`config.mk`:
```
export PLATFORM = sky130hd
export DESIGN_NAME = imac_top
export DESIGN_NICKNAME = d
export VERILOG_FILES = /design/src/core/imac_pkg.sv /design/src/core/imac_top.sv
export VERILOG_INCLUDE_DIRS = /design/src /design/src/core
export SDC_FILE = /design/constraint.sdc
export NUM_CORES = 1
export LEC_CHECK = 0
export BUFFER_PORTS_ARGS = -buffer_cell sky130_fd_sc_hd__buf_2
export CORE_MARGIN = 5
export CORE_UTILIZATION = 45
export CTS_BUF_LIST = sky130_fd_sc_hd__clkbuf_4 sky130_fd_sc_hd__clkbuf_8
export CTS_CLUSTER_SIZE = 30
export DETAILED_ROUTE_END_ITERATION = 12
export PLACE_DENSITY = 0.73
export SYNTH_ARGS = -nofsm -noshare
export SYNTH_HDL_FRONTEND = slang
export SYNTH_SLANG_ARGS = --single-unit
```
`constraint.sdc`:
```
create_clock -name clk_i -period 5.3 [get_ports clk_i]
set_input_delay 0.265 -clock clk_i [delete_from_list [all_inputs] [get_ports clk_i]]
set_output_delay 0.265 -clock clk_i [all_outputs]
set_load 0.03 [all_outputs]
```
`src/core/imac_map.svh`:
```
// register offsets, field positions, reset values for the arbitration core
`ifndef IMAC_MAP_SVH
`define IMAC_MAP_SVH

// ==========================================================
// register byte offsets
`define IMAC_ADR_CTRL     8'h00
`define IMAC_ADR_SEQ      8'h04
`define IMAC_ADR_STATUS   8'h08
`define IMAC_ADR_FLAGS    8'h0c
`define IMAC_ADR_BUF      8'h10
`define IMAC_ADR_RELOAD   8'h14

// ==========================================================
// control register fields
`define IMAC_CTRL_EN      0
`define IMAC_CTRL_IE      1

// ==========================================================
// sequence control register fields
`define IMAC_SEQ_START    0
`define IMAC_SEQ_RSTART   1
`define IMAC_SEQ_STOP     2
`define IMAC_SEQ_RCV      3
`define IMAC_SEQ_ACK      4
`define IMAC_SEQ_ACKDATA  5
`define IMAC_SEQ_ACKSTAT  6

// ==========================================================
// port status register fields
`define IMAC_STAT_FULL    0
`define IMAC_STAT_START   3
`define IMAC_STAT_STOP    4
`define IMAC_STAT_BUSY    5

// ==========================================================
// event flag register fields, write one to clear
`define IMAC_FLAG_EVT     0
`define IMAC_FLAG_BCL     1
`define IMAC_FLAG_WRITE_COLLISION_FLAG    2

// ==========================================================
// reset values and counts
`define IMAC_RST_RELOAD   7'h00
`define IMAC_RST_BYTE     8'h00
`define IMAC_RST_WORD     32'h0000_0000
`define IMAC_ACK_BIT      4'h8
`define IMAC_LAST_BIT     4'h7

`endif

```
`src/core/imac_pkg.sv`:
```
// types shared by the arbitration core and its bench
package imac_pkg;

	// ==========================================================
	// sequencer states
	typedef enum logic [4:0] {
		ST_IDLE,
		ST_S_CHK,
		ST_S_CNT1,
		ST_S_CNT2,
		ST_R_REL,
		ST_R_CNT1,
		ST_R_SCLH,
		ST_R_CNT2,
		ST_R_CNT3,
		ST_P_SDAL,
		ST_P_SCLH,
		ST_P_CNT1,
		ST_P_CNT2,
		ST_B_LOW,
		ST_B_REL,
		ST_B_HIGH
	} imac_state_t;

	typedef enum logic [1:0] {
		XF_TX,
		XF_RX,
		XF_ACK
	} imac_xfer_t;

	// ==========================================================
	// wishbone carriers
	typedef struct packed {
		logic        cyc;
		logic        stb;
		logic        we;
		logic [7:0]  adr;
		logic [3:0]  sel;
		logic [31:0] dat;
	} imac_wb_req_t;

	typedef struct packed {
		logic        ack;
		logic [31:0] dat;
	} imac_wb_rsp_t;

endpackage

```
`src/core/imac_top.sv`:
```
// multi-master arbitration and collision core of a two-wire master port
`timescale 1ns/1ps
`default_nettype none
`include "imac_map.svh"

// Function
// - events wake sleeping processor when interrupt enabled
// - reset disables port, ends any transfer
// - start/stop seen cleared by reset, disable
// - bus stop raises port interrupt
// - released one sampled low sets collision, idles
// - collision checked in address, data, sequences
// - transmit collision clears full, releases lines
// - sequence collision aborts, releases, clears enables
// - keep watching bus, stop sets event
// - buffer write restarts at first bit
// - line low at start begin collides
// - start count from reload; clock low collides
// - data low early resets count, drives early
// - second start count, then clock low
// - repeated start: count, release, check data
// - clock falling before data asserted collides
// - timeout drives data low, then clock
// - stop: data low after timeout collides
// - stop: clock low before data release collides
// - buffer write while busy sets write collision
module imac_top
	import imac_pkg::*;
(
	input  wire logic                  clk_i,      // 200 MHz core clock
	input  wire logic                  rst_i,      // sync reset, high
	input  wire imac_pkg::imac_wb_req_t wb_req_i,  // wishbone request
	output var  imac_pkg::imac_wb_rsp_t wb_rsp_o,   // wishbone answer
	input  wire logic                  scl_i,      // clock line level
	output logic                       scl_o,      // clock line drive
	output logic                       scl_oe_n_o, // low pulls clock
	input  wire logic                  sda_i,      // data line level
	output logic                       sda_o,      // data line drive
	output logic                       sda_oe_n_o, // low pulls data
	input  wire logic                  sleep_i,    // processor asleep
	output logic                       port_irq_o, // port interrupt
	output logic                       wake_o      // wake request
);
	import imac_pkg::*;

	// ==========================================================
	// state
	typedef struct packed {
		logic [2:0]  scl_sy;
		logic [2:0]  sda_sy;
		logic        scl;
		logic        sda;
		imac_state_t st;
		imac_xfer_t  xf;
		logic [6:0]  cnt;
		logic [3:0]  bitn;
		logic [7:0]  sh;
		logic [7:0]  shift_buffer;
		logic        en;
		logic        ie;
		logic [6:0]  rate_reload;
		logic        start_en;
		logic        rstart_en;
		logic        stop_en;
		logic        rcv_en;
		logic        ack_en;
		logic        ack_data;
		logic        ackstat;
		logic        buffer_full_flag;
		logic        start_seen;
		logic        stop_seen;
		logic        port_event_flag;
		logic        bus_collision_flag;
		logic        write_collision_flag;
		logic        scl_oe_n;
		logic        sda_oe_n;
		logic        ack;
		logic [31:0] rdat;
	} imac_regs_t;

	imac_regs_t r_reg;
	imac_regs_t r_next;

	// abort to idle with both lines released
	function automatic imac_regs_t imac_collide(input imac_regs_t v);
		v.bus_collision_flag = 1'b1;
		v.st = ST_IDLE;
		v.scl_oe_n = 1'b1;
		v.sda_oe_n = 1'b1;
		v.buffer_full_flag = 1'b0;
		v.start_en = 1'b0;
		v.rstart_en = 1'b0;
		v.stop_en = 1'b0;
		v.rcv_en = 1'b0;
		v.ack_en = 1'b0;
		return v;
	endfunction

	// ==========================================================
	// next state
	always_comb begin
		imac_regs_t  n;
		logic        acc;
		logic        wr;
		logic        rd;
		logic        busy;
		logic        tick;
		logic        stop_ev;
		logic        coll;
		logic        done;
		logic [7:0]  adr;
		logic [31:0] rv;
		n = r_reg;
		acc = wb_req_i.cyc && wb_req_i.stb;
		wr = acc && wb_req_i.we && r_reg.ack && wb_req_i.sel[0];
		rd = acc && !wb_req_i.we && r_reg.ack;
		adr = {wb_req_i.adr[7:2], 2'b00};
		busy = (r_reg.st != ST_IDLE) || r_reg.start_en || r_reg.rstart_en
			|| r_reg.stop_en || r_reg.rcv_en || r_reg.ack_en;
		tick = (r_reg.cnt == 7'h00);
		coll = 1'b0;
		done = 1'b0;
		rv = `IMAC_RST_WORD;
		stop_ev = 1'b0;

		// line sampling, change taken once stages two and three agree
		n.scl_sy = {r_reg.scl_sy[1:0], scl_i};
		n.sda_sy = {r_reg.sda_sy[1:0], sda_i};
		if (r_reg.scl_sy[1] == r_reg.scl_sy[2]) begin
			n.scl = r_reg.scl_sy[2];
		end
		if (r_reg.sda_sy[1] == r_reg.sda_sy[2]) begin
			n.sda = r_reg.sda_sy[2];
		end

		// bus start and stop watch, active even after a collision
		if (r_reg.scl && n.scl && r_reg.sda && !n.sda) begin
			n.start_seen = 1'b1;
			n.stop_seen = 1'b0;
		end
		stop_ev = r_reg.scl && n.scl && !r_reg.sda && n.sda;
		if (stop_ev) begin
			n.stop_seen = 1'b1;
			n.start_seen = 1'b0;
		end

		if (!tick) begin
			n.cnt = r_reg.cnt - 7'h01;
		end

		// ======================================================
		// register bus
		n.ack = acc && !r_reg.ack;
		case (adr)
			`IMAC_ADR_CTRL: begin
				rv[`IMAC_CTRL_EN] = r_reg.en;
				rv[`IMAC_CTRL_IE] = r_reg.ie;
			end
			`IMAC_ADR_SEQ: begin
				rv[`IMAC_SEQ_START] = r_reg.start_en;
				rv[`IMAC_SEQ_RSTART] = r_reg.rstart_en;
				rv[`IMAC_SEQ_STOP] = r_reg.stop_en;
				rv[`IMAC_SEQ_RCV] = r_reg.rcv_en;
				rv[`IMAC_SEQ_ACK] = r_reg.ack_en;
				rv[`IMAC_SEQ_ACKDATA] = r_reg.ack_data;
				rv[`IMAC_SEQ_ACKSTAT] = r_reg.ackstat;
			end
			`IMAC_ADR_STATUS: begin
				rv[`IMAC_STAT_FULL] = r_reg.buffer_full_flag;
				rv[`IMAC_STAT_START] = r_reg.start_seen;
				rv[`IMAC_STAT_STOP] = r_reg.stop_seen;
				rv[`IMAC_STAT_BUSY] = busy;
			end
			`IMAC_ADR_FLAGS: begin
				rv[`IMAC_FLAG_EVT] = r_reg.port_event_flag;
				rv[`IMAC_FLAG_BCL] = r_reg.bus_collision_flag;
				rv[`IMAC_FLAG_WRITE_COLLISION_FLAG] = r_reg.write_collision_flag;
			end
			`IMAC_ADR_BUF: rv[7:0] = r_reg.shift_buffer;
			`IMAC_ADR_RELOAD: rv[6:0] = r_reg.rate_reload;
			default: rv = `IMAC_RST_WORD;
		endcase
		if (!r_reg.ack) begin
			n.rdat = rv;
		end

		if (rd && adr == `IMAC_ADR_BUF && r_reg.st == ST_IDLE) begin
			n.buffer_full_flag = 1'b0;
		end

		if (wr) begin
			case (adr)
				`IMAC_ADR_CTRL: begin
					n.en = wb_req_i.dat[`IMAC_CTRL_EN];
					n.ie = wb_req_i.dat[`IMAC_CTRL_IE];
				end
				`IMAC_ADR_SEQ: begin
					n.ack_data = wb_req_i.dat[`IMAC_SEQ_ACKDATA];
					if (!busy) begin
						n.start_en = wb_req_i.dat[`IMAC_SEQ_START];
						n.rstart_en = wb_req_i.dat[`IMAC_SEQ_RSTART];
						n.stop_en = wb_req_i.dat[`IMAC_SEQ_STOP];
						n.rcv_en = wb_req_i.dat[`IMAC_SEQ_RCV];
						n.ack_en = wb_req_i.dat[`IMAC_SEQ_ACK];
					end
				end
				`IMAC_ADR_FLAGS: begin
					if (wb_req_i.dat[`IMAC_FLAG_EVT]) begin
						n.port_event_flag = 1'b0;
					end
					if (wb_req_i.dat[`IMAC_FLAG_BCL]) begin
						n.bus_collision_flag = 1'b0;
					end
					if (wb_req_i.dat[`IMAC_FLAG_WRITE_COLLISION_FLAG]) begin
						n.write_collision_flag = 1'b0;
					end
				end
				`IMAC_ADR_BUF: begin
					if (busy) begin
						n.write_collision_flag = 1'b1;
					end else begin
						n.shift_buffer = wb_req_i.dat[7:0];
						n.sh = wb_req_i.dat[7:0];
						n.buffer_full_flag = 1'b1;
						n.bitn = 4'h0;
						n.xf = XF_TX;
						n.cnt = r_reg.rate_reload;
						n.scl_oe_n = 1'b0;
						n.st = ST_B_LOW;
					end
				end
				`IMAC_ADR_RELOAD: n.rate_reload = wb_req_i.dat[6:0];
				default: n.ack = n.ack;
			endcase
		end

		// ======================================================
		// sequencer
		case (r_reg.st)
			ST_IDLE: begin
				if (r_reg.start_en) begin
					n.st = ST_S_CHK;
				end else if (r_reg.rstart_en) begin
					n.sda_oe_n = 1'b1;
					n.st = ST_R_REL;
				end else if (r_reg.stop_en) begin
					n.sda_oe_n = 1'b0;
					n.st = ST_P_SDAL;
				end else if (r_reg.rcv_en || r_reg.ack_en) begin
					n.xf = r_reg.rcv_en ? XF_RX : XF_ACK;
					n.bitn = 4'h0;
					n.cnt = r_reg.rate_reload;
					n.scl_oe_n = 1'b0;
					n.st = ST_B_LOW;
				end
			end
			ST_S_CHK: begin
				if (!r_reg.scl || !r_reg.sda) begin
					coll = 1'b1;
				end else begin
					n.cnt = r_reg.rate_reload;
					n.st = ST_S_CNT1;
				end
			end
			ST_S_CNT1: begin
				if (!r_reg.sda || tick) begin
					n.sda_oe_n = 1'b0;
					n.cnt = r_reg.rate_reload;
					n.st = ST_S_CNT2;
				end else if (!r_reg.scl) begin
					coll = 1'b1;
				end
			end
			ST_S_CNT2: begin
				if (tick) begin
					n.scl_oe_n = 1'b0;
					n.start_en = 1'b0;
					done = 1'b1;
					n.st = ST_IDLE;
				end
			end
			ST_R_REL: begin
				if (r_reg.sda) begin
					n.cnt = r_reg.rate_reload;
					n.st = ST_R_CNT1;
				end
			end
			ST_R_CNT1: begin
				if (tick) begin
					n.scl_oe_n = 1'b1;
					n.st = ST_R_SCLH;
				end
			end
			ST_R_SCLH: begin
				if (r_reg.scl && !r_reg.sda) begin
					coll = 1'b1;
				end else if (r_reg.scl) begin
					n.cnt = r_reg.rate_reload;
					n.st = ST_R_CNT2;
				end
			end
			ST_R_CNT2: begin
				if (!r_reg.scl && r_reg.sda) begin
					coll = 1'b1;
				end else if (tick) begin
					n.sda_oe_n = 1'b0;
					n.cnt = r_reg.rate_reload;
					n.st = ST_R_CNT3;
				end
			end
			ST_R_CNT3: begin
				if (tick) begin
					n.scl_oe_n = 1'b0;
					n.rstart_en = 1'b0;
					done = 1'b1;
					n.st = ST_IDLE;
				end
			end
			ST_P_SDAL: begin
				if (!r_reg.sda) begin
					n.scl_oe_n = 1'b1;
					n.st = ST_P_SCLH;
				end
			end
			ST_P_SCLH: begin
				if (r_reg.scl) begin
					n.cnt = r_reg.rate_reload;
					n.st = ST_P_CNT1;
				end
			end
			ST_P_CNT1: begin
				if (!r_reg.scl) begin
					coll = 1'b1;
				end else if (tick) begin
					n.sda_oe_n = 1'b1;
					n.cnt = r_reg.rate_reload;
					n.st = ST_P_CNT2;
				end
			end
			ST_P_CNT2: begin
				if (tick && !r_reg.sda) begin
					coll = 1'b1;
				end else if (tick) begin
					n.stop_en = 1'b0;
					done = 1'b1;
					n.st = ST_IDLE;
				end
			end
			ST_B_LOW: begin
				case (r_reg.xf)
					XF_TX: n.sda_oe_n = (r_reg.bitn == `IMAC_ACK_BIT)
						|| r_reg.sh[7];
					XF_ACK: n.sda_oe_n = r_reg.ack_data;
					default: n.sda_oe_n = 1'b1;
				endcase
				if (tick) begin
					n.scl_oe_n = 1'b1;
					n.st = ST_B_REL;
				end
			end
			ST_B_REL: begin
				if (r_reg.scl) begin
					n.cnt = r_reg.rate_reload;
					n.st = ST_B_HIGH;
				end
			end
			ST_B_HIGH: begin
				if (r_reg.xf == XF_TX && r_reg.bitn != `IMAC_ACK_BIT
					&& r_reg.sh[7] && !r_reg.sda) begin
					coll = 1'b1;
				end else if (r_reg.xf == XF_ACK && r_reg.ack_data
					&& !r_reg.sda) begin
					coll = 1'b1;
				end else if (tick) begin
					n.scl_oe_n = 1'b0;
					n.cnt = r_reg.rate_reload;
					n.bitn = r_reg.bitn + 4'h1;
					n.sh = {r_reg.sh[6:0], r_reg.sda};
					n.st = ST_B_LOW;
					case (r_reg.xf)
						XF_TX: begin
							if (r_reg.bitn == `IMAC_LAST_BIT) begin
								n.buffer_full_flag = 1'b0;
							end
							if (r_reg.bitn == `IMAC_ACK_BIT) begin
								n.ackstat = r_reg.sda;
								done = 1'b1;
								n.st = ST_IDLE;
							end
						end
						XF_RX: begin
							if (r_reg.bitn == `IMAC_LAST_BIT) begin
								n.shift_buffer = {r_reg.sh[6:0], r_reg.sda};
								n.buffer_full_flag = 1'b1;
								n.rcv_en = 1'b0;
								done = 1'b1;
								n.st = ST_IDLE;
							end
						end
						default: begin
							n.ack_en = 1'b0;
							done = 1'b1;
							n.st = ST_IDLE;
						end
					endcase
				end
			end
			default: n.st = ST_IDLE;
		endcase

		if (coll) begin
			n = imac_collide(n);
		end
		if (done || stop_ev) begin
			n.port_event_flag = 1'b1;
		end

		// disabled port holds nothing in flight
		if (!n.en) begin
			n.st = ST_IDLE;
			n.scl_oe_n = 1'b1;
			n.sda_oe_n = 1'b1;
			n.start_seen = 1'b0;
			n.stop_seen = 1'b0;
			n.start_en = 1'b0;
			n.rstart_en = 1'b0;
			n.stop_en = 1'b0;
			n.rcv_en = 1'b0;
			n.ack_en = 1'b0;
			n.buffer_full_flag = 1'b0;
		end
		r_next = n;
	end

	// ==========================================================
	// registers
	always_ff @(posedge clk_i) begin
		if (rst_i) begin
			r_reg <= '0;
			r_reg.scl_sy <= 3'h7;
			r_reg.sda_sy <= 3'h7;
			r_reg.scl <= 1'b1;
			r_reg.sda <= 1'b1;
			r_reg.st <= ST_IDLE;
			r_reg.xf <= XF_TX;
			r_reg.rate_reload <= `IMAC_RST_RELOAD;
			r_reg.shift_buffer <= `IMAC_RST_BYTE;
			r_reg.scl_oe_n <= 1'b1;
			r_reg.sda_oe_n <= 1'b1;
		end else begin
			r_reg <= r_next;
		end
	end

	// ==========================================================
	// outputs
	assign wb_rsp_o.ack = r_reg.ack;
	assign wb_rsp_o.dat = r_reg.rdat;
	assign scl_o = 1'b0;
	assign sda_o = 1'b0;
	assign scl_oe_n_o = r_reg.scl_oe_n;
	assign sda_oe_n_o = r_reg.sda_oe_n;
	assign port_irq_o = r_reg.port_event_flag && r_reg.ie;
	assign wake_o = port_irq_o && sleep_i;

endmodule
`default_nettype wire
```
# After elaboration in Yosys (flattened, before gate mapping)
# Index checks and enable logic that the tools add are counted.
word_totals:
  ff_bits: 99
  inputBits: 52
op_classes:
  addsub: 2
  n_mux: 142
  n_eq_ne: 34
  reduce_logical: 56
  bitwise: 1
op_table:
  columns: ["cell", "count"]
  rows:
  - ["5-bit two-way mux", 23]
  - ["27-bit two-way mux", 3]
  - ["5-bit one-hot mux with 15 select lines", 1]
  - ["7-bit two-way mux", 10]
  - ["34-bit two-way mux", 2]
  - ["7-bit one-hot mux with 9 select lines", 1]
  - ["1-bit two-way mux", 58]
  - ["49-bit two-way mux", 1]
  - ["5-bit by 4-bit == test with 1-bit output (second input constant)", 8]
  - ["13-bit two-way mux", 3]
  - ["37-bit two-way mux", 1]
  - ["32-bit two-way mux", 1]
  - ["2-bit two-way mux", 15]
  - ["1-bit logical AND", 24]
  - ["5-bit by 3-bit == test with 1-bit output (second input constant)", 4]
  - ["18-bit two-way mux", 1]
  - ["16-bit two-way mux", 1]
  - ["8-bit two-way mux", 2]
  - ["1-bit one-hot mux with 5 select lines", 3]
  - ["6-bit by 2-bit == test with 1-bit output (second input constant)", 2]
  - ["6-bit by 3-bit == test with 1-bit output (second input constant)", 2]
  - ["4-bit two-way mux", 3]
  - ["2-bit inequality test (second input constant)", 6]
  - ["3-bit one-hot mux with 4 select lines", 1]
  - ["33 further kinds", 59]

# Logic depth before layout (Yosys ltp)
# Gate-level depths: netlist of run 1.
logic_depth:
  ltp_word: 15
  ltp_mapped: 10
  mapped_depth_nobuf: 8

# Worst setup path before layout of run 1
# OpenSTA, ideal clock, no wires.
synth_timing:
  path_type: "register to register"
  startpoint: "register r_reg[77] (netlist bit)"
  endpoint: "register r_reg[62] (netlist bit)"
  setup_slack_ns: 3.122
  stages_incl_launch_ff: 11
  arrival_time_ns: 2.041
  setup_time_ns: 0.137
  cell_sequence: "dfxtp_1 > inv_1 > ha_1 > nor3b_2 > nand2_1 > clkbuf_1 > nor3_1 > nand3_1 > clkbuf_1 > nor2_1 > a211oi_1"
synth_between:
  elab_chain_len: 5
synth_rtl:
  columns: ["item", "line_no", "source"]
  rows:
  - ["from (decl)", "imac_top.sv:81", "imac_regs_t r_reg;"]
  - ["from (signal assigned)", "imac_top.sv:451", "r_reg <= r_next;"]
  - ["7-bit zero test", "imac_top.sv:120", "tick = (r_reg.cnt == 7'h00);"]
  - ["27-bit two-way mux", "imac_top.sv:374", "end else if (tick) begin"]
  - ["27-bit two-way mux", "imac_top.sv:371", "end else if (r_reg.xf == XF_ACK && r_reg.ack_data"]
  - ["27-bit two-way mux", "imac_top.sv:368", "if (r_reg.xf == XF_TX && r_reg.bitn != `IMAC_ACK_BIT"]
  - ["16-bit two-way mux", "imac_top.sv:239", "case (r_reg.st)"]
# Every way passes these cells.
# A chain may end at the register's enable or synchronous reset.

# Worst setup path after layout of run 1
layout_timing:
  startpoint: "register r_reg[77] (netlist bit)"
  endpoint: "register r_reg[40] (netlist bit)"
layout_between:
  elab_chain_len: 5
  elab_cells_between_ends: 11
  classes_between: "mux: 7; reduce/logical: 4"
layout_rtl:
  columns: ["item", "line_no", "source"]
  rows:
  - ["7-bit zero test *", "imac_top.sv:120", null]
  - ["1-bit logical AND, or another cell as far along", "imac_top.sv:341", "if (tick && !r_reg.sda) begin"]
  - ["1-bit two-way mux, or another cell as far along", "imac_top.sv:341", null]
  - ["1-bit one-hot mux with 7 select lines or 2-bit two-way mux (tied branches)", "imac_top.sv:239, imac_top.sv:368", null]
  - ["3-bit OR reduction (no source line) or 2-bit two-way mux (tied branches)", null, null]
# Mark *: on every way between the ends. The rest lies on a longest branch, timed or not.

==> results of run 1 <==
-- area by class of cell --
class	count	area [µm²]	area share
Clock buffer	9	124	0.0231
Clock inverter	7	51.3	0.00957
Inverter	15	56.3	0.0105
Multi-Input combinational cell	507	3220	0.601
Sequential cell	75	1500	0.280
Tap cell	143	179	0.0334
Timing Repair Buffer	42	228	0.0425
-- path summary, 6_finish.rpt --
kind / slack [ps] / start / to / depth (start not counted)
setup / recovery: 1840 / r_reg[77] / r_reg[40] / 8
hold / removal: 90 / scl_i / r_reg[96] / 2
setup reg to reg: 1840 / r_reg[77] / r_reg[40] / 8
hold reg to reg: 410 / r_reg[96] / r_reg[97] / 1
-- through the flow --
stage / hold WS, ps / instance area [µm²]
after floorplan: 369 / 5370
after global placement: 392 / 5180
after detailed placement: 397 / 5180
after CTS: 76.5 / 5360
after global routing: 80.7 / 5360
final: 90.9 / 5360
-- layout by cell type (no fill, tap or decap), types with 4 or more instances in the layout --
| cell | count |
|---|---|
| nor2_1 | 76 |
| dfxtp_1 | 75 |
| nand2_1 | 42 |
| a21oi_1 | 39 |
| buf_2 | 35 |
| mux2i_1 | 29 |
| conb_1 | 27 |
| nor3_1 | 26 |
| o21ai_0 | 24 |
| a211oi_1 | 24 |
| nand3_1 | 21 |
| inv_1 | 14 |
| a22oi_1 | 14 |
| or2_2 | 12 |
| nor4_1 | 10 |
| a31oi_1 | 9 |
| clkbuf_8 | 9 |
| mux2_2 | 8 |
| nand2b_1 | 7 |
| o211ai_1 | 7 |
| buf_4 | 7 |
| o21a_1 | 6 |
| o22ai_1 | 6 |
| o31ai_1 | 6 |
| nor3b_1 | 6 |
| o32ai_1 | 6 |
| and2_1 | 5 |
| and3_1 | 5 |
| nor2b_1 | 5 |
| a22o_1 | 5 |
| a311oi_1 | 5 |
| o21bai_1 | 5 |
| nand3b_1 | 4 |
| and3b_1 | 4 |
-- layer usage --
| metal | up-vias | track usage | routed length, µm |
|---|---|---|---|
| li1 | 2366 | - | - |
| met1 | 2398 | 0.311 | 6790 |
| met3 | 40 | 0.0497 | 1620 |
| met4 | 0 | 0.0860 | 453 |
| met2 | 281 | 0.341 | 7290 |
| met5 | - | 0 | 0 |
-- power by group --
group	total (mW)	internal (mW)	leakage [nW]	switching (mW)
Sequential	0.608	0.586	0.607	0.0219
Combinational	0.422	0.126	1.33	0.296
Clock	0.418	0.172	0.0860	0.246
-- cells by family after synthesis --
| kind of cell | Yosys count |
|---|---|
| AOI/OAI and AO/OA | 190 |
| xor gates and xnor gates | 3 |
| adders and majority gates | 3 |
| buffers and inverters | 97 |
| DFF | 75 |
| muxes | 38 |
| other | 1 |
| and+or+nand+nor | 246 |
==> run_results.csv, run 1 <==
group,metric,value,unit
run_status,status,"completed",
routing,drt_iter0_drc,513,
sta,clock_skew,19.5,ps
clocking,cts.sinks,75,
layout,largest_reg_flops,64,
global_routing,grt-ovfl-total,0,
power_and_ir_drop,p_per_area,270,mW/mm²
synth,synthArstFlopShare,0,
routing,ant_nets,0,
worst_hold_path,hp-class,"in -> reg",
global_routing,grt_util_all_layers,0.225,
critical_path,cp.arrival,3730,ps
global_routing,grt_max_degree,65,
routing,drc,0,
clocking,cts-buffers-inserted,9,
global_routing,first_global_vias,4639,
synth,synth_cell_types,87,
place,dp_slack,1970,ps
synth,ys_ff_latch,75,
clocking,cts_hold_buf,0,
synth,synth.area.top_cells,"dfxtp_1, mux2i_1, nor2_1, buf_4, a21oi_1",
floorplan,coreArea,0.0115,mm²
sta,finalCriticalPeriod,3460,ps
synth,synth_top_family_by_area,"compound AO/OA/AOI/OAI gates",
synth,synth_cells,653,
critical_path,cp-start-kind,"register",
power_and_ir_drop,p_total,1.45,mW
critical_path,crit_type,"reg -> reg",
layout,fin_cells,798,
clocking,clkTransAtPathRegs,90,ps
synth,netlist_area,0.00527,mm²
layout,nets,705,
clocking,cts_resized,0,
clocking,cts_setup_buffers,0,
place,port_buffers,35,
floorplan,dieArea,0.0140,mm²
synth,synth_top_area_share,0.285,
routing,routedWlPerCell,20.2,µm
job,maxCapViolCount,0,
routing,vias_per_cell,6.37,
synth,ys_seq_area_frac,0.285,
sta,finalSetupViolCount,0,
critical_path,crit_fanout,20,
clocking,h-tree-depth,3,
routing,first_pass_iters,5,
sta,finalHoldViolations,0,
global_routing,antenna_found_initial,0,
layout,fill_cells,1124,
floorplan,die_height,118,µm
critical_path,cp_num_buf_inv,1,
synth,synth_xor_area_frac,0.00499,
synth,yosysTopAreaCell,"dfxtp_1",
sta,setup_slack,1840,ps
layout,area_delta_synth_final,1.69,%
sta,fin_crit_sh,0.652,
power_and_ir_drop,vdd_drop_max,0.000364,V
synth,yosys_warnings,0,
critical_path,cp_slowest_cell,"nand2_1",
sta,tns,0,ps
layout,drive_gt1_frac,0.150,
critical_path,cp_slowest_stage_delay,630,ps
routing,wirelength,16.2,mm
synth,synthMuxAreaShare,0.0765,
synth,synth_ff_type,"dfxtp_1",
critical_path,crit_family,"simple AND/OR/NAND/NOR gates",
sta,slew_headroom,0.360,
sta,finalMaxSlewViolations,0,
clocking,cts.path.max_buffers,2,
layout,utilization,0.467,
sta,tightestPinTransition,957,ps
power_and_ir_drop,power_leakage,2.02,nW
critical_path,cp_data_required_time,5570,ps
synth,synth_common_cells,"nor2_1, dfxtp_1, nand2_1",
synth,synthSimpleGateAreaFrac,0.248,
sta,rsz0062_at_grt,"false",
floorplan,dieWidth,118,µm
place,dpl.hpwl,11.7,mm
clocking,clock_latency,370,ps
synth,yosysMostFrequentCell,"nor2_1",
clocking,cts_tree,"built",
synth,synth_edf_count,0,
clocking,root_buffer,"clkbuf_8",
floorplan,start_util,0.459,
layout,n_antenna_cell,0,
critical_path,cp-end-kind,"register",
place,placed_cells,782,
global_routing,grt_pass1_wl,25.7,mm
synth,avgSynthCellArea,8.07,µm²
synth,synthAdderAreaFrac,0.00712,
floorplan,row_count,39,
sta,max_freq,0.289,GHz
critical_path,cp_cell_sequence,"inv_1 > ha_1 > nor3b_2 > nand2_1 > nor3_1 > nand3_1 > and3_1 > a311oi_1",
synth,synth_compound_area_frac,0.255,
routing,vias,5085,
place,place_congestion,1.02,
floorplan,pin_count,91,
(Power assumes the default switching activity.)
==> run 2: changes to the inputs <==
Settings changed: ABC_AREA from default to 1.
Clock period 5.3 ns to 3.55 ns, I/O delays scaled along.
==> run 2 against run 1 <==
Compared with the run above: sequential share of layout area fell by 1.1 points; setup slack got worse by 960 ps; largest cell class unchanged; worst hold slack improved by 7.6 ps; non-clock buffer count rose by 2; clock skew fell by 6.2 ps; highest routed layer unchanged; global-route usage fell by 0.87 points; sequential cell count did not move.
==> run_results.csv, run 2 <==
group,metric,value,unit
run_status,status,"completed",
floorplan,start_util,0.459,
global_routing,antenna_found_initial,0,
synth,synth_ff_type,"dfxtp_1",
critical_path,timing.reg2reg.setup_slack,880,ps
power_and_ir_drop,power_leakage,2.68,nW
routing,wirelength,15.5,mm
floorplan,dieWidth,118,µm
critical_path,crit_fanout,23,
global_routing,first_global_vias,4722,
floorplan,coreArea,0.0114,mm²
synth,synth.area.top_cells,"dfxtp_1, nand2_1, nand3_1, inv_1, nor2_1",
critical_path,worst_setup_path_endpoint,"r_reg[61]",
layout,utilization,0.488,
layout,final_common_cell,"nand2_1",
global_routing,grt_util_all_layers,0.216,
layout,nets,892,
synth,yosys_warnings,0,
routing,first_pass_iters,7,
synth,yosysTopAreaCell,"dfxtp_1",
critical_path,crit_family,"simple AND/OR/NAND/NOR gates",
synth,synth_common_cells,"nand2_1, inv_1, nor2_1",
critical_path,cp-end-kind,"register",
critical_path,path_depth,12,
layout,largest_reg_flops,64,
synth,ys_seq_area_frac,0.287,
critical_path,cp-start-kind,"register",
synth,synth_top_area_share,0.287,
sta,rsz0062_at_grt,"false",
critical_path,cp_num_buf_inv,3,
synth,synth_cell_types,52,
critical_path,cp_slowest_stage_delay,390,ps
power_and_ir_drop,vdd_drop_max,0.000276,V
power_and_ir_drop,p_per_area,381,mW/mm²
synth,netlist_area,0.00524,mm²
synth,avgSynthCellArea,6.41,µm²
synth,synth_edf_count,0,
sta,tns,0,ps
routing,vias_per_cell,5.49,
global_routing,grt-ovfl-total,0,
layout,drive_gt1_frac,0.133,
critical_path,crit_start,"r_reg[77]",
routing,drc,0,
synth,yosysMostFrequentCell,"nand2_1",
critical_path,crit_type,"reg -> reg",
sta,finalHoldViolations,0,
critical_path,cp_slowest_cell,"nor2_2",
clocking,cts.sinks,75,
critical_path,cp.arrival,2960,ps
routing,vias,5404,
critical_path,reg2reg_depth,12,
critical_path,cp_cell_sequence,"inv_1 > ha_1 > nand2_1 > nor2_2 > nand2_2 > inv_2 > nand2_1 > nor2_2 > nand4_4 > inv_2 > o21ai_0 > a21oi_1",
routing,ant_nets,0,
synth,synth_cells,817,
clocking,h-tree-depth,3,
place,dpl.hpwl,11.6,mm
sta,clock_skew,13.4,ps
sta,max_freq,0.375,GHz
worst_hold_path,hp-class,"in -> reg",
global_routing,grt_max_degree,33,
routing,drt_iter0_drc,606,
clocking,root_buffer,"clkbuf_8",
synth,synthArstFlopShare,0,
floorplan,row_count,39,
clocking,clkTransAtPathRegs,90,ps
routing,routedWlPerCell,15.7,µm
sta,finalSetupViolCount,0,
clocking,clock_latency,370,ps
clocking,cts_tree,"built",
layout,n_antenna_cell,0,
global_routing,grt_pass1_wl,24.7,mm
sta,slew_headroom,0.364,
floorplan,pin_count,91,
clocking,cts_resized,0,
critical_path,cp_data_required_time,3840,ps
floorplan,die_height,118,µm
critical_path,r2r_start,"r_reg[77]",
clocking,cts-buffers-inserted,9,
place,port_buffers,35,
sta,finalCriticalPeriod,2670,ps
clocking,cts.path.max_buffers,2,
sta,finalMaxSlewViolations,0,
place,place_congestion,1.02,
job,maxCapViolCount,0,
sta,tightestPinTransition,953,ps
layout,layout_common_cells,"nand2_1, inv_1, nor2_1",
critical_path,r2r_end,"r_reg[61]",
floorplan,dieArea,0.0139,mm²
layout,area_delta_synth_final,6.36,%
sta,fin_crit_sh,0.752,
synth,ys_ff_latch,75,
[run 2: cell count changes after synthesis, moves of 10 or more]
cell      change
a211oi_1     -23
a21oi_1      +10
a22oi_1      -13
clkbuf_1     -18
inv_1        +81
inv_2        +10
mux2i_1      -29
nand2_1     +145
nand3_1      +52
o21ai_0      +27
[run 2: final cells by class]
cell class | instances | area, µm²
clock buffer | 10 | 138
multi-input combinational | 601 | 3010
fill | 1182 | 5850
tap | 143 | 179
clock inverter | 6 | 96.3
timing repair buffer | 44 | 248
inverter | 106 | 399
sequential | 75 | 1500
[run 2: metrics by stage]
stage	instances	total power, mW	worst slack [ps]	cell area, µm²	hold WS (ps)
floorplan	843	1.27	1690	5330	266
global placement	967	1.34	1060	5320	360
detailed placement	967	1.34	999	5320	363
CTS	985	2.12	957	5570	102
global route	985	2.22	696	5570	132
finish	985	2.12	880	5570	98.5
[run 2: what timing repair did]
action,4_1_cts,5_1_grt
endpoints found under the hold margin,2,0
hold buffers,2,0
buffers inserted,0,0
[run 2: power breakdown]
part	internal, mW	switching, mW	leakage, nW
combinational	0.137	0.321	1.96
clock	0.424	0.365	0.115
sequential	0.861	0.0147	0.608
total	1.42	0.701	2.68
[run 2: metal layers]
layer	share of wire	routed length [µm]	up-vias	global-route usage
met1	0.42	6540	2391	0.297
met5	0	0	-	0
li1	-	-	2677	-
met4	0.032	487	0	0.0832
met2	0.45	6940	291	0.340
met3	0.096	1490	45	0.0327
[run 2: tightest hold or removal path: stages]
cell and delay, ps:
buf_2 90, nand2_1 100, nor3_1 50
[run 2: how the worst min path moves through the flow]
stage	startpoint	end	slack (ps)	cells past startpoint
global placement	sda_i	r_reg[93]	360	2
detailed placement	scl_i	r_reg[96]	360	2
finish	wb_req_i[45]	wb_rsp_o[32]	100	3
global route	wb_req_i[5]	r_reg[42]	130	3
CTS	wb_req_i[45]	wb_rsp_o[32]	100	3
floorplan	rst_i	r_reg[56]	270	1
[run 2: cells by family after synthesis]
logic type | after synthesis | share of synthesized area
buffers and inverters | 167 | 0.157
flip-flops | 75 | 0.287
XOR/XNOR | 1 | 0.00167
AND/OR/NAND/NOR | 410 | 0.362
AO/OA/AOI/OAI | 159 | 0.182
other | 1 | 0.000716
adder cells (fa/ha/maj) | 4 | 0.00908
==> run 3: changes to the inputs <==
Clock period 3.55 ns to 2.8 ns, I/O delays scaled along.
==> run 3 against run 2 <==
Compared with the run above: first-iteration DRC count decreased by 24%; sequential power increased by 27%; core utilization increased by 0.39 points; critical path depth increased by 4; cell count increased by 0.81%; via count about the same; sequential cell count unchanged; largest cell class unchanged.
==> run_results.csv, run 3 (synthesized netlist as in run 2, its figures left out) <==
group,metric,value,unit
power_and_ir_drop,p_per_area,474,mW/mm²
global_routing,first_global_vias,4904,
layout,area_delta_synth_final,7.22,%
routing,routedWlPerCell,16.0,µm
job,maxCapViolCount,0,
global_routing,grt_pass1_wl,25.2,mm
routing,ant_nets,0,
sta,finalSetupViolCount,0,
clocking,root_buffer,"clkbuf_8",
critical_path,cp_slowest_stage_delay,340,ps
layout,final_common_cell,"nand2_1",
layout,fin_cells,993,
floorplan,coreArea,0.0114,mm²
floorplan,row_count,39,
clocking,cts_tree,"built",
sta,tightestPinTransition,962,ps
power_and_ir_drop,vdd_drop_max,0.000367,V
floorplan,dieWidth,118,µm
clocking,cts.sinks,75,
sta,finalHoldViolations,0,
sta,max_freq,0.420,GHz
routing,first_pass_iters,7,
global_routing,grt_max_degree,33,
critical_path,cp_num_buf_inv,5,
sta,rsz0062_at_grt,"false",
clocking,cts_setup_buffers,0,
critical_path,crit_fanout,10,
layout,layout_common_cells,"nand2_1, inv_1, nor2_1",
place,port_buffers,35,
layout,n_antenna_cell,0,
routing,wirelength,15.9,mm
floorplan,die_height,118,µm
layout,largest_reg_flops,64,
routing,vias_per_cell,5.44,
critical_path,cp.arrival,2640,ps
clocking,clock_latency,350,ps
critical_path,crit_family,"simple AND/OR/NAND/NOR gates",
sta,fin_crit_sh,0.851,
routing,drt_iter0_drc,461,
floorplan,dieArea,0.0139,mm²
critical_path,cpMostUsedCell,"nand2_1",
clocking,clkTransAtPathRegs,90,ps
clocking,cts_resized,0,
critical_path,cp_data_required_time,3060,ps
run_status,status,"completed",
floorplan,start_util,0.459,
critical_path,cp-start-kind,"register",
critical_path,crit_type,"reg -> reg",
sta,finalMaxSlewViolations,0,
critical_path,cp-end-kind,"register",
sta,clock_skew,10.9,ps
routing,drc,0,
sta,tns,0,ps
global_routing,grt_util_all_layers,0.222,
layout,drive_gt1_frac,0.141,
critical_path,cp_cell_sequence,"inv_1 > ha_1 > nand2_1 > nor2_2 > nand2_2 > inv_2 > buf_4 > nand3_1 > nand2_1 > nand3_1 > o21ai_0 > nand2_1 > inv_1 > nand3_1 > nand2_1 > inv_1",
sta,slew_headroom,0.358,
global_routing,grt-ovfl-total,0,
clocking,h-tree-depth,3,
floorplan,pin_count,91,
power_and_ir_drop,power_leakage,2.72,nW
place,dpl.hpwl,12.1,mm
critical_path,cp_slowest_cell,"dfxtp_1",
layout,nets,900,
place,placed_cells,975,
clocking,cts.path.max_buffers,2,
global_routing,antenna_found_initial,0,
sta,finalCriticalPeriod,2380,ps
clocking,cts-buffers-inserted,9,
place,place_congestion,0.980,
routing,vias,5400,
worst_hold_path,hp-class,"in -> reg",
run 3: cell types whose count changed in the layout (fill, tap and decap cells not counted), sizes merged:
cell,delta
clkinvlp,-1
buf,+8
clkinv,+2
inv,-1
run 3: tightest hold or removal path, cell delays in order:
cell and delay, ps:
buf_2 100, nand2_1 100, nor3_1 60
run 3: where the power goes:
| group | switching [mW] | total (mW) | internal (mW) | leakage, nW |
|---|---|---|---|---|
| logic | 0.414 | 0.597 | 0.183 | 2.00 |
| clock network | 0.441 | 0.955 | 0.514 | 0.114 |
| registers | 0.0172 | 1.11 | 1.09 | 0.608 |
run 3: final timing paths:
path             endpoint  cells past startpoint          from  slack, ps
max             r_reg[77]                     16     r_reg[77]        420
min          wb_rsp_o[32]                      3  wb_req_i[45]         80
max reg2reg     r_reg[77]                     16     r_reg[77]        420
min reg2reg     r_reg[94]                      1     r_reg[93]        410
run 3: layout make-up:
type | instances | area [µm²]
fill | 1230 | 5800
multi-input combinational | 601 | 3010
sequential | 75 | 1500
inverter | 106 | 399
timing repair buffer | 52 | 308
tap | 143 | 179
clock buffer | 10 | 131
clock inverter | 6 | 87.6
run 3: timing repair:
| action | CTS | global route |
|---|---|---|
| setup endpoints to repair | 0 | 0 |
| hold buffers | 2 | 0 |
| endpoints found under the hold margin | 2 | 0 |
run 3: metal layers:
| layer | track usage | up-vias | routed length (µm) |
|---|---|---|---|
| met2 | 0.360 | 241 | 7310 |
| met4 | 0.0824 | 0 | 436 |
| li1 | - | 2700 | - |
| met1 | 0.297 | 2422 | 6930 |
| met5 | 0 | - | 0 |
| met3 | 0.0336 | 37 | 1170 |
run 3: per-stage QoR:
step           total power [mW]  setup WS (ps)  hold slack [ps]  utilization  area (µm²)
6_report                   2.66            418             77.3        0.492        5610
5_1_grt                    2.82            203             90.5        0.492        5610
4_1_cts                    2.67            464             58.7        0.492        5610
3_5_place_dp               1.72            496              326        0.471        5380
3_3_place_gp               1.71            518              323        0.471        5380
2_1_floorplan              1.61            944              229            -        5330
